## config.mk

```make
export PLATFORM = sky130hd
export DESIGN_NAME = phy_tx_regs
export DESIGN_NICKNAME = d
export VERILOG_FILES = /design/src/hw/phy_regs_pkg.sv /design/src/hw/phy_event_if.sv /design/src/hw/phy_event_latch.sv /design/src/hw/phy_tx_regs.sv
export SDC_FILE = /design/constraint.sdc
export NUM_CORES = 1
export LEC_CHECK = 0
export ABC_AREA = 1
export CORE_MARGIN = 4
export CORE_UTILIZATION = 42
export CTS_CLUSTER_DIAMETER = 50
export DETAILED_ROUTE_END_ITERATION = 8
export DONT_BUFFER_PORTS = 1
export PLACE_DENSITY_LB_ADDON = 0.12
export SLEW_MARGIN = 20
export SYNTH_ARGS = -nofsm -noshare
export SYNTH_HDL_FRONTEND = slang
export SYNTH_SLANG_ARGS = --single-unit
```

## constraint.sdc

```tcl
create_clock -name clk -period 1.5 [get_ports clk]
set_clock_uncertainty 0.1 [all_clocks]
set_input_delay 0.375 -clock clk [delete_from_list [all_inputs] [get_ports clk]]
set_output_delay 0.375 -clock clk [all_outputs]
set_load 0.01 [all_outputs]
```

## src/hw/phy_regs_pkg.sv

```systemverilog
// constants for the transceiver interrupt enable / tx control register slice
// assumes a 32-bit classic wishbone slave with byte addresses
package phy_regs_pkg;
  localparam logic [7:0] status_off = 8'hd4;
  localparam logic [7:0] irq_enable_off = 8'hd8;
  localparam logic [7:0] tx_control_off = 8'hdc;
  localparam logic [7:0] error_count_off = 8'he0;
  localparam logic [6:0] status_mask = 7'h7f;
  localparam logic [6:0] irq_enable_mask = 7'h7f;
  localparam logic [6:0] irq_enable_reset = 7'h00;
  localparam logic [15:0] tx_control_wmask = 16'h23a3;
  localparam logic [15:0] tx_control_reset = 16'h0180;
  localparam int ctl_counter_off_bit = 13;
  localparam int ctl_neg_done_bit = 12;
  localparam int ctl_remote_loop_bit = 9;
  localparam int ctl_dc_restore_bit = 8;
  localparam int ctl_line_code_bit = 7;
  localparam int ctl_isolate_bit = 5;
  localparam int ctl_mode_lo_bit = 2;
  localparam int ctl_mlt3_bit = 1;
  localparam int ctl_scramble_bit = 0;
  localparam logic [6:0] rx_error_full_count = 7'h40;
  localparam logic [2:0] mode_negotiating = 3'h0;
  localparam logic [2:0] mode_10_half = 3'h1;
  localparam logic [2:0] mode_100_half = 3'h2;
  localparam logic [2:0] mode_10_full = 3'h5;
  localparam logic [2:0] mode_100_full = 3'h6;
  localparam logic [2:0] mode_isolated = 3'h7;
endpackage

```

## src/hw/phy_event_if.sv

```systemverilog
// bundle between the register top and the event latch module
// assumes one clock shared by both ends
`timescale 1ns/1ps
`default_nettype none
interface phy_event_if;
  logic [6:0] events;
  logic [6:0] flags;
  logic clear;
  logic counter_off;
  logic rx_error;
  logic [6:0] error_count;
  modport top (output events, output clear, output counter_off, output rx_error, input flags, input error_count);
  modport latch (input events, input clear, input counter_off, input rx_error, output flags, output error_count);
endinterface
`default_nettype wire

```

## src/hw/phy_event_latch.sv

```systemverilog
// latched event flags and receive error counter
// assumes event inputs are already synchronous one-cycle or level pulses
`timescale 1ns/1ps
`default_nettype none
module phy_event_latch (
  // clock and reset
  input wire logic clk,
  input wire logic sys_rst,
  // link to register top
  phy_event_if.latch ev
);
  logic [6:1] flags_q;
  logic full_q;
  logic [6:0] count_q;
  logic [6:0] count_d;
  logic full_w;
  wire logic count_en = ev.rx_error && !ev.counter_off && !count_q[6];
  assign count_d = count_en ? count_q + 7'h01 : count_q;
  assign full_w = (count_d >= phy_regs_pkg::rx_error_full_count);
  // set wins over the clear-on-read so no event is lost
  genvar i;
  generate
    for (i = 1; i < 7; i++) begin : g_flag
      always_ff @(posedge clk) begin
        if (sys_rst) begin
          flags_q[i] <= 1'b0;
        end else if (ev.events[i]) begin
          flags_q[i] <= 1'b1;
        end else if (ev.clear) begin
          flags_q[i] <= 1'b0;
        end
      end
    end
  endgenerate
  always_ff @(posedge clk) begin
    if (sys_rst) begin
      full_q <= 1'b0;
      count_q <= 7'h00;
    end else begin
      // counter saturates at full; reading the flag restarts the count unless an error is counted in that cycle
      count_q <= (ev.clear && !count_en) ? 7'h00 : count_d;
      if (full_w && count_en) begin
        full_q <= 1'b1;
      end else if (ev.clear) begin
        full_q <= 1'b0;
      end
    end
  end
  // bit 0 kept in its own register so each variable has one driving process
  assign ev.flags = {flags_q, full_q};
  assign ev.error_count = count_q;
endmodule
`default_nettype wire

```

## src/hw/phy_tx_regs.sv

```systemverilog
// transceiver interrupt enable and 100base-tx control register slice
// assumes a classic wishbone master and synchronous status inputs from the phy core
//
// Notes on behaviour
// - receive error full flag sets at 64 counted errors, latches, clears on read
// - bit 6 enable gates negotiation complete interrupt, reset 0
// - bit 5 enable gates remote fault interrupt, reset 0
// - bit 4 enable gates link down interrupt, reset 0
// - bit 3 enable gates partner acknowledge interrupt
// - bit 2 enable gates parallel detection fault interrupt, reset 0
// - bit 1 enable gates page received interrupt, reset 0
// - bit 0 enable gates receive error full interrupt, reset 0
// - control bit 13 set stops the receive error counter
// - control bit 12 mirrors negotiation complete from basic status
// - control bit 9 enables remote loopback; software keeps mac loop mode 00
// - control bit 8 enables dc restoration, reset 1
// - control bit 7 enables nrz/nrzi conversion both ways, reset 1
// - control bit 5 isolates the transmitter, reset 0
// - bits 4..2 report operating mode codes, read only
// - control bit 1 bypasses mlt3 encoder and decoder
// - control bit 0 disables scrambler and descrambler
// - status flags latch at enable positions and clear on read
`timescale 1ns/1ps
`default_nettype none
module phy_tx_regs (
  // clock and reset
  input wire logic clk,
  input wire logic sys_rst,
  // wishbone slave
  input wire logic wb_cyc_i,
  input wire logic wb_stb_i,
  input wire logic wb_we_i,
  input wire logic [7:0] wb_adr_i,
  input wire logic [3:0] wb_sel_i,
  input wire logic [31:0] wb_dat_i,
  output logic [31:0] wb_dat_o,
  output logic wb_ack_o,
  // events from the phy core, one-cycle pulses
  input wire logic neg_done_evt,
  input wire logic remote_fault_evt,
  input wire logic link_fail_evt,
  input wire logic partner_ack_evt,
  input wire logic parallel_fault_evt,
  input wire logic page_received_evt,
  input wire logic rx_error_evt,
  // phy core state
  input wire logic negotiation_done,
  input wire logic [2:0] current_operating_mode,
  // controls to the phy datapath
  output logic rx_error_counter_off,
  output logic remote_loopback_on,
  output logic dc_restore_on,
  output logic line_code_conversion_on,
  output logic transmit_isolate,
  output logic three_level_coding_bypass,
  output logic scrambler_bypass,
  // interrupt request
  output logic phy_irq
);
  phy_event_if ev ();

  logic [6:0] irq_en_q;
  logic [15:0] ctl_q;
  logic ack_q;
  logic [31:0] rdata_q;
  logic irq_q;

  // decode
  wire logic req_w = wb_cyc_i && wb_stb_i && !ack_q;
  wire logic wr_w = req_w && wb_we_i;
  wire logic rd_w = req_w && !wb_we_i;
  wire logic sel_status = (wb_adr_i == phy_regs_pkg::status_off);
  wire logic sel_irq_en = (wb_adr_i == phy_regs_pkg::irq_enable_off);
  wire logic sel_ctl = (wb_adr_i == phy_regs_pkg::tx_control_off);
  wire logic sel_count = (wb_adr_i == phy_regs_pkg::error_count_off);
  wire logic [15:0] lane_mask = {{8{wb_sel_i[1]}}, {8{wb_sel_i[0]}}};
  wire logic [15:0] ctl_wmask = lane_mask & phy_regs_pkg::tx_control_wmask;

  // read-only fields merged into the control word
  logic [15:0] ctl_view;
  always_comb begin
    ctl_view = ctl_q & phy_regs_pkg::tx_control_wmask;
    ctl_view[phy_regs_pkg::ctl_neg_done_bit] = negotiation_done;
    ctl_view[phy_regs_pkg::ctl_mode_lo_bit +: 3] = current_operating_mode;
  end

  logic [31:0] rdata_d;
  always_comb begin
    rdata_d = 32'h00000000;
    if (sel_status) begin
      rdata_d[6:0] = ev.flags & phy_regs_pkg::status_mask;
    end else if (sel_irq_en) begin
      rdata_d[6:0] = irq_en_q;
    end else if (sel_ctl) begin
      rdata_d[15:0] = ctl_view;
    end else if (sel_count) begin
      rdata_d[6:0] = ev.error_count;
    end
  end

  // reading status clears the flags only when the low lane is selected
  assign ev.clear = rd_w && sel_status && wb_sel_i[0];
  assign ev.events = {neg_done_evt, remote_fault_evt, link_fail_evt, partner_ack_evt,
                      parallel_fault_evt, page_received_evt, 1'b0};
  assign ev.rx_error = rx_error_evt;
  assign ev.counter_off = ctl_q[phy_regs_pkg::ctl_counter_off_bit];

  phy_event_latch u_latch (
    .clk(clk),
    .sys_rst(sys_rst),
    .ev(ev)
  );

  // every access answers in one cycle; unmapped reads give zero, writes dropped
  always_ff @(posedge clk) begin
    if (sys_rst) begin
      ack_q <= 1'b0;
      rdata_q <= 32'h00000000;
    end else begin
      ack_q <= req_w;
      if (rd_w) begin
        rdata_q <= rdata_d;
      end
    end
  end

  always_ff @(posedge clk) begin
    if (sys_rst) begin
      irq_en_q <= phy_regs_pkg::irq_enable_reset;
    end else if (wr_w && sel_irq_en && wb_sel_i[0]) begin
      irq_en_q <= wb_dat_i[6:0] & phy_regs_pkg::irq_enable_mask;
    end
  end

  always_ff @(posedge clk) begin
    if (sys_rst) begin
      ctl_q <= phy_regs_pkg::tx_control_reset;
    end else if (wr_w && sel_ctl) begin
      ctl_q <= (ctl_q & ~ctl_wmask) | (wb_dat_i[15:0] & ctl_wmask);
    end
  end

  // registered so the request follows the flags by one cycle
  always_ff @(posedge clk) begin
    if (sys_rst) begin
      irq_q <= 1'b0;
    end else begin
      irq_q <= |(ev.flags & irq_en_q);
    end
  end

  assign wb_ack_o = ack_q;
  assign wb_dat_o = rdata_q;
  assign phy_irq = irq_q;
  assign rx_error_counter_off = ctl_q[phy_regs_pkg::ctl_counter_off_bit];
  assign remote_loopback_on = ctl_q[phy_regs_pkg::ctl_remote_loop_bit];
  assign dc_restore_on = ctl_q[phy_regs_pkg::ctl_dc_restore_bit];
  assign line_code_conversion_on = ctl_q[phy_regs_pkg::ctl_line_code_bit];
  assign transmit_isolate = ctl_q[phy_regs_pkg::ctl_isolate_bit];
  assign three_level_coding_bypass = ctl_q[phy_regs_pkg::ctl_mlt3_bit];
  assign scrambler_bypass = ctl_q[phy_regs_pkg::ctl_scramble_bit];
endmodule
`default_nettype wire
```

==> After elaboration in Yosys (flattened, before gate mapping) <==
Cells that the tools add are included.
{ "op_classes": {"addsub": 1, "order_cmp": 1, "eq_ne": 4, "n_mux": 16, "n_bitwise": 5, "reduce_logical": 27} }
{ "ops": {"columns": ["op", "n"], "rows": [
  ["$mux W7", 6],
  ["$eq A8 B8 Y1 const B", 4],
  ["$mux W9", 2],
  ["$and A16 B14 Y16", 1],
  ["$and A16 B16 Y16", 1],
  ["$not A14 Y16", 1],
  ["$or A16 B16 Y16", 1],
  ["$reduce_bool A2 Y1", 7],
  ["$logic_and A1 B1 Y1", 13],
  ["$mux W1", 8],
  ["$add A7 B1 Y7 const B", 1],
  ["$and A7 B7 Y7", 1],
  ["$ge A7 B7 Y1 const B", 1],
  ["$reduce_or A7 Y1", 1],
  ["$logic_not A1 Y1", 5],
  ["$reduce_or A2 Y1", 1]
]} }
{ "totals": {"regBits": 55, "input_bits": 60} }

==> Longest topological paths before layout <==
Gate-level depths: netlist of the first run.
{ "logic_depth": {"depth_word": 7, "depth_mapped": 9, "ltp_nobuf": 9} }

==> Cells and area by module <==
From an unflattened synthesis of the first run, not the netlist that was laid out.
{ "unflattened": {"cells_unflattened": 302, "area_unflattened_um2": 2113.3} }
{ "modules_own_cells": {"columns": ["module", "instances", "cells_per_inst", "area_each_um2", "seq_area_each_um2"], "rows": [
  ["phy_tx_regs", 1, 224, 1521.5, 560.5],
  ["phy_event_latch", 1, 78, 591.8, 280.3]
]} }

==> Worst setup path after synthesis of the first run <==
Ideal clock, no wire load.
{ "synth_path": {"path_type": "input to register", "start": "input port wb_adr_i[0]", "end": "register u_latch.count_q[6], in the netlist u_latch.ev.error_count[6]", "setup_time_ns": 0.126, "arrival_ns": 1.198, "t_required_ns": 1.274, "setup_slack_ns": 0.077, "cell_stages": 8, "path_buffers": 0, "cell_sequence": "inv_1 -> nand2_4 -> nor2_4 -> nand2_4 -> nor2_4 -> nand2_4 -> o21ai_4 -> a21oi_1"} }
{ "synth_via": {"elab_chain_cells": 5} }
{ "synth_lines": {"columns": ["element", "line_no", "text"], "rows": [
  ["from (decl)", "phy_tx_regs.sv:33", "input wire logic [7:0] wb_adr_i,"],
  ["$eq A8 B8 Y1", "phy_tx_regs.sv:72", "wire logic sel_status = (wb_adr_i == phy_regs_pkg::status_off);"],
  ["$logic_and A1 B1 Y1 (2 in a row)", "phy_tx_regs.sv:102", "assign ev.clear = rd_w && sel_status && wb_sel_i[0];"],
  ["$logic_and A1 B1 Y1", "phy_event_latch.sv:41", "count_q <= (ev.clear && !count_en) ? 7'h00 : count_d;"],
  ["$reduce_or A2 Y1 (no source line)", null, null],
  ["to (signal assigned)", "phy_event_latch.sv:41", null],
  ["to (decl)", "phy_event_latch.sv:14", "logic [6:0] count_q;"]
]} }
No other way between the ends.
A chain may end at the register's enable or synchronous reset.

==> Worst setup path after layout of the first run <==
{ "layout_path": {"start": "register u_latch.count_q[6], in the netlist u_latch.ev.error_count[6]", "end": "register u_latch.count_q[6], in the netlist u_latch.ev.error_count[6]"} }
{ "layout_via": {"elab_chain_cells": 5} }
{ "layout_lines": {"columns": ["element"], "rows": [
  ["branches (longest 5 deep; another with $add A7 B1 Y7)"]
]} }
Parallel ways; which one is timed is not known.

==> metrics.md, run 1 <==
| Metric | Value |
|---|---|
| Status | `completed` |
| Pwr/cell area | `930 nW/µm²` |
| Worst hold path type | `primary input to flip-flop` |
| XOR/XNOR Fraction of Synth Area | `0.0165` |
| Area Overhead vs Synth | `9.62%` |
| Dominant cells by area after synthesis | `dfxtp_1 (40%), nand3_1 (8.5%), buf_4 (7.4%)` |
| Simple-gate share of the synthesized area | `0.328` |
| CP arrival | `1.46 ns` |
| # DRC | `0` |
| Largest net degree at the start of global routing | `27` |
| Compound-gate portion of the synthesized area | `0.121` |
| Drt first pass iters | `4` |
| Crit path time final | `1.34 ns` |
| Critical Path Source Type | `flip-flop` |
| Drt via density | `4.89` |
| Vias in the first global route | `1688` |
| Die Height | `79.1 µm` |
| CP peak stage delay | `0.32 ns` |
| DR vias | `1775` |
| Mux share of post-synthesis cell area | `0` |
| Final Hold Fails | `0` |
| Die Wd | `79.1 µm` |
| Met1 Use GR | `0.215` |
| # diodes | `0` |
| Post-Synth Adder-Cell Area | `0.00590` |
| Warnings, synthesis | `0` |
| Full die area | `6250 µm²` |
| Reg power frac | `0.532` |
| Worst-path fanout max | `5` |
| Async SR Flop Fraction | `0` |
| Syn Area/Cell | `7.55 µm²` |
| I/O pin total | `101` |
| Distinct cells, synth | `32` |
| Number of flops mapped to enable cells by yosys | `0` |
| Synth Register Bits | `42` |
| Synth area leader | `dfxtp_1` |
| Share of cells above drive strength 1 | `0.135` |
| Starting density of the core | `0.440` |
| Clock network power share | `0.401` |
| Worst hold slack | `0.0485 ns` |
| Average wire per standard cell | `14.1 µm` |
| Antenna Nets Post-Route | `0` |
| Total CTS buffers | `5` |
| Worst path required time | `1.63 ns` |
| PnR worst setup slack | `0.163 ns` |
| Max Freq | `748 MHz` |
| First-pass GRT wire length | `8210 µm` |
| CP Capture Type | `flip-flop` |
| Most common cell in the netlist | `dfxtp_1` |
| Max Cap Viol | `0` |
| Starting DRC count in detailed routing | `93` |
| Met2 usage in global routing | `0.270` |
| Period utilization | `0.891` |
| VDD IR max | `0.617 mV` |
| Post-Syn Area | `2120 µm²` |
| CTS resizes | `0` |
| Cells after Synth | `281` |
| Row count | `25` |
| Total GRT Usage | `0.168` |
| Nets | `356` |
| CTS tree | `yes` |
| Top cells by count, synth | `dfxtp_1 (42), nand2_1 (37), nand3_1 (36), nor2_1 (36), a21oi_1 (29)` |
| H-tree depth | `2` |
| Comb power frac | `0.067` |
| Switching portion of total power | `0.225` |
| Most Used Layer, Global Route | `met2` |
| Leak | `1.05 nW` |
| Initial antenna violation count | `0` |
| Slowest CP cell | `dfxtp_1` |
| Clk slew on worst S/H paths | `0.08 ns` |
| Largest family of logic cells by synthesized area | `simple AND/OR/NAND/NOR gates` |
| Crit path cell chain | `inv_1 -> nand3_1 -> nor2_1 -> and3_1 -> nand2_1 -> a21oi_1` |
| Clock latency on the worst-skew pair | `0.29 ns` |
| Power, Total | `0.00216 W` |
| Switch Pwr | `0.000487 W` |
| Placed wire-length estimate | `4100 µm` |
| GP Congestion | `0.873` |
| Hold Buf Count CTS | `0` |
| Pint | `0.00167 W` |
| CTS Root Cell | `clkbuf_8` |
| Final setup fails | `0` |
| I/O Buffers | `0` |
| Top_reg_cell synth | `dfxtp_1` |
| Post-CTS Setup Inserts | `0` |
| GRT overflow | `0` |
| M3 GR Usage | `0.0590` |
| Sequential area share after synthesis | `0.396` |
| Setup WS pre-CTS | `0.0181 ns` |
| DRT Wirelength | `5130 µm` |
| RSZ-0062 raised after global routing | `no` |
| Crit Path Class | `flip-flop to flip-flop` |
| Core area | `4820 µm²` |
| Final Max Slew Viols | `0` |
| CTS sink count | `42` |
| Fillers | `525` |
| Area fraction of the dominant cell type after synthesis | `0.396` |
| Accumulated negative setup slack | `0 ns` |
| Fin util | `0.483` |
| Maximum clock insertion buffer count | `2` |
per-stage QoR:
step	area, µm²	instances
floorplan	2190	300
finish	2320	363
global placement	2220	355
detailed placement	2220	355
CTS	2320	363
global route	2320	363
worst max-delay path, delay by kind of cell (launching register included):
| family | cells | cell delay (ns) |
|---|---|---|
| flops | 1 | 0.32 |
| buf+inv | 1 | 0.09 |
| compound gates | 1 | 0.14 |
| simple gates | 4 | 0.63 |
cells in the final DEF (no fill, tap or decap), types with 2 or more instances in the layout:
| master | synthesis | routed |
|---|---|---|
| a21oi_1 | 29 | 29 |
| a22o_1 | 2 | 2 |
| a22oi_1 | 2 | 2 |
| buf_4 | 21 | 14 |
| clkbuf_1 | 4 | 2 |
| clkbuf_8 | 0 | 5 |
| conb_1 | 1 | 20 |
| dfxtp_1 | 42 | 42 |
| inv_1 | 23 | 23 |
| inv_2 | 2 | 2 |
| nand2_1 | 37 | 37 |
| nand2_2 | 2 | 2 |
| nand2_4 | 5 | 5 |
| nand3_1 | 36 | 36 |
| nand4_1 | 7 | 7 |
| nor2_1 | 36 | 36 |
| nor2_2 | 2 | 2 |
| nor2_4 | 2 | 2 |
| nor3_1 | 4 | 4 |
| o21ai_0 | 8 | 8 |
| xor2_1 | 3 | 3 |
area by class of cell:
cell class              instances  area (µm²)  share of cell area
flip-flops and latches         42         841               0.362
multi-input cells             206        1070               0.462
repair buffers                 15         125              0.0538
clock inverters                 1        30.0              0.0129
inverters                      25        93.8              0.0404
well taps                      67        83.8              0.0361
clock buffers                   7        76.3              0.0328
final timing paths:
check,depth (start not counted),end,start,slack (ns)
hold reg to reg,2,phy_irq,irq_en_q[4],0.39
hold / removal,1,u_latch.full_q,sys_rst,0.05
setup reg to reg,6,u_latch.ev.error_count[6],u_latch.ev.error_count[6],0.16
setup / recovery,6,u_latch.ev.error_count[6],u_latch.ev.error_count[6],0.16
routing by layer:
metal  routed length [µm]  share of wire  vias up
met2                 2310           0.45       58
met4                   53          0.010        0
met3                  449          0.087        7
li1                     -              -      916
met1                 2320           0.45      794
met5                    0              0        -
cell families after synthesis:
logic type,Yosys count
other,1
buffers and inverters,52
AND/OR/NAND/NOR,136
adder cells (fa/ha/maj),1
AO/OA/AOI/OAI,45
XOR/XNOR,4
flip-flops,42
power groups by stage:
stage	sequential (W)	clock (W)	combinational, W
after floorplan	0.00117	0	0.000162
after global placement	0.00118	0	0.000143
after detailed placement	0.00118	0	0.000144
after CTS	0.00115	0.000887	0.000145
after global routing	0.00115	0.000942	0.000164
final	0.00115	0.000866	0.000145
No activity file was read; power rests on OpenSTA's default activity.
==> inputs of run 2 (changes only) <==
- PLACE_DENSITY_LB_ADDON: 0.12 -> 0.25
==> metrics.md, run 2 (synthesized netlist as in run 1, its figures left out) <==
| Metric | Value |
|---|---|
| Status | `completed` |
| VDD IR max | `0.384 mV (-38%)` |
| Final Hold Fails | `0 (unchanged)` |
| Initial antenna violation count | `0 (unchanged)` |
| CTS Root Cell | `clkbuf_8` |
| CP Capture Type | `flip-flop` |
| CTS sink count | `42 (unchanged)` |
| DRT Wirelength | `5130 µm (-0.14%)` |
| I/O pin total | `101 (unchanged)` |
| Crit Path Class | `flip-flop to flip-flop` |
| CP arrival | `1.41 ns (-0.05 ns)` |
| Max Freq | `749 MHz (+0.12%)` |
| Vias in the first global route | `1718 (+1.8%)` |
| Average wire per standard cell | `14.0 µm (-0.68%)` |
| Critical Path Source Type | `flip-flop` |
| GRT overflow | `0 (unchanged)` |
| Die Wd | `79.1 µm (unchanged)` |
| Max Cap Viol | `0 (unchanged)` |
| Share of cells above drive strength 1 | `0.141 (+0.00580)` |
| Full die area | `6250 µm² (unchanged)` |
| PnR worst setup slack | `0.165 ns (+0.00160 ns)` |
| RSZ-0062 raised after global routing | `no` |
| Clk slew on worst S/H paths | `0.08 ns (about the same)` |
| Worst-path fanout max | `7 (+2)` |
| Total GRT Usage | `0.168 (about the same)` |
| DR vias | `1801 (+1.5%)` |
| Dpl cells | `358 (+0.85%)` |
| Fillers | `529 (+0.76%)` |
| Starting DRC count in detailed routing | `93 (unchanged)` |
| Post-CTS Setup Inserts | `0 (unchanged)` |
| Worst hold slack | `0.0452 ns (-0.00332 ns)` |
| Largest net degree at the start of global routing | `27 (unchanged)` |
| Drt first pass iters | `4 (unchanged)` |
| Final Max Slew Viols | `0 (unchanged)` |
| GP Congestion | `0.840 (-3.8%)` |
| Power, Total | `0.00197 W (-8.7%)` |
| Pwr/cell area | `851 nW/µm² (-8.4%)` |
| Placed wire-length estimate | `4090 µm (-0.12%)` |
| Fin cells | `365 (+0.55%)` |
| Core area | `4820 µm² (unchanged)` |
| Antenna Nets Post-Route | `0 (unchanged)` |
| CTS resizes | `0 (unchanged)` |
| Accumulated negative setup slack | `0 ns (unchanged)` |
| Area Overhead vs Synth | `9.26%` |
| CTS tree | `yes` |
| Maximum clock insertion buffer count | `2 (unchanged)` |
| Nets | `359 (+0.84%)` |
| # diodes | `0 (unchanged)` |
| Most common cell after layout, fill and taps aside | `dfxtp_1` |
| Crit path time final | `1.34 ns (-0.00160 ns)` |
| # DRC | `0 (unchanged)` |
| Die Height | `79.1 µm (unchanged)` |
| Most frequent cells in the layout | `dfxtp_1 (42), nand2_1 (37), nor2_1 (36), nand3_1 (36), a21oi_1 (29)` |
| Row count | `25 (unchanged)` |
| Hold Buf Count CTS | `0 (unchanged)` |
| Final setup fails | `0 (unchanged)` |
| Clock latency on the worst-skew pair | `0.29 ns (about the same)` |
| First-pass GRT wire length | `8190 µm (-0.26%)` |
| Leak | `1.05 nW (about the same)` |
| Worst path required time | `1.57 ns (-0.06 ns)` |
| I/O Buffers | `0 (unchanged)` |
| Total CTS buffers | `5 (unchanged)` |
| Period utilization | `0.890 (-0.00106)` |
| Starting density of the core | `0.440 (unchanged)` |
| Worst hold path type | `primary input to flip-flop` |
| Setup WS pre-CTS | `-0.00517 ns (-0.0233 ns)` |
| H-tree depth | `2 (unchanged)` |
| Drt via density | `4.93 (+0.91%)` |
## run 2: cell types whose count changed in the layout (fill, tap and decap cells not counted)
| cell | before | now |
|---|---|---|
| buf_4 | 14 | 17 |
| bufinv_16 | 1 | 0 |
## run 2: area by class of cell
type | count | area (µm²) | area share
Sequential cell | 42 | 841 | 0.363
Tap cell | 67 | 83.8 | 0.0362
Multi-Input combinational cell | 206 | 1070 | 0.464
Timing Repair Buffer | 18 | 148 | 0.0637
Inverter | 25 | 93.8 | 0.0405
Clock buffer | 7 | 76.3 | 0.0329
## run 2: worst paths after layout
kind	start	endpoint	cells past startpoint	slack [ns]
setup / recovery	wb_ack_o	u_latch.ev.error_count[6]	6	0.16
hold / removal	sys_rst	wb_dat_o[8]	1	0.05
setup reg to reg	wb_ack_o	u_latch.ev.error_count[6]	6	0.16
hold reg to reg	irq_en_q[4]	phy_irq	2	0.38
## run 2: through the flow
| step | util | instance area (µm²) |
|---|---|---|
| floorplan | - | 2190 |
| global placement | 0.465 | 2240 |
| detailed placement | 0.465 | 2240 |
| CTS | 0.481 | 2320 |
| global route | 0.481 | 2320 |
| finish | 0.481 | 2320 |
## run 2: per-layer routing
metal | global-route usage | share of wire
met4 | 0.0430 | 0.0078
met3 | 0.0635 | 0.099
met1 | 0.217 | 0.44
met5 | 0 | 0
met2 | 0.264 | 0.45
## run 2: worst max-delay path, stage by stage (launching register included)
cell     delay [ns]
dfxtp_1        0.31
nor2_1         0.13
nand2_1        0.13
nor2_4         0.15
nand2_4        0.09
o21ai_4        0.24
a21oi_1        0.06
## run 2: report_power, final
| part | switching (W) | internal, W |
|---|---|---|
| Sequential | 0.0000147 | 0.00113 |
| Clock | 0.000352 | 0.000321 |
| Combinational | 0.000105 | 0.0000482 |
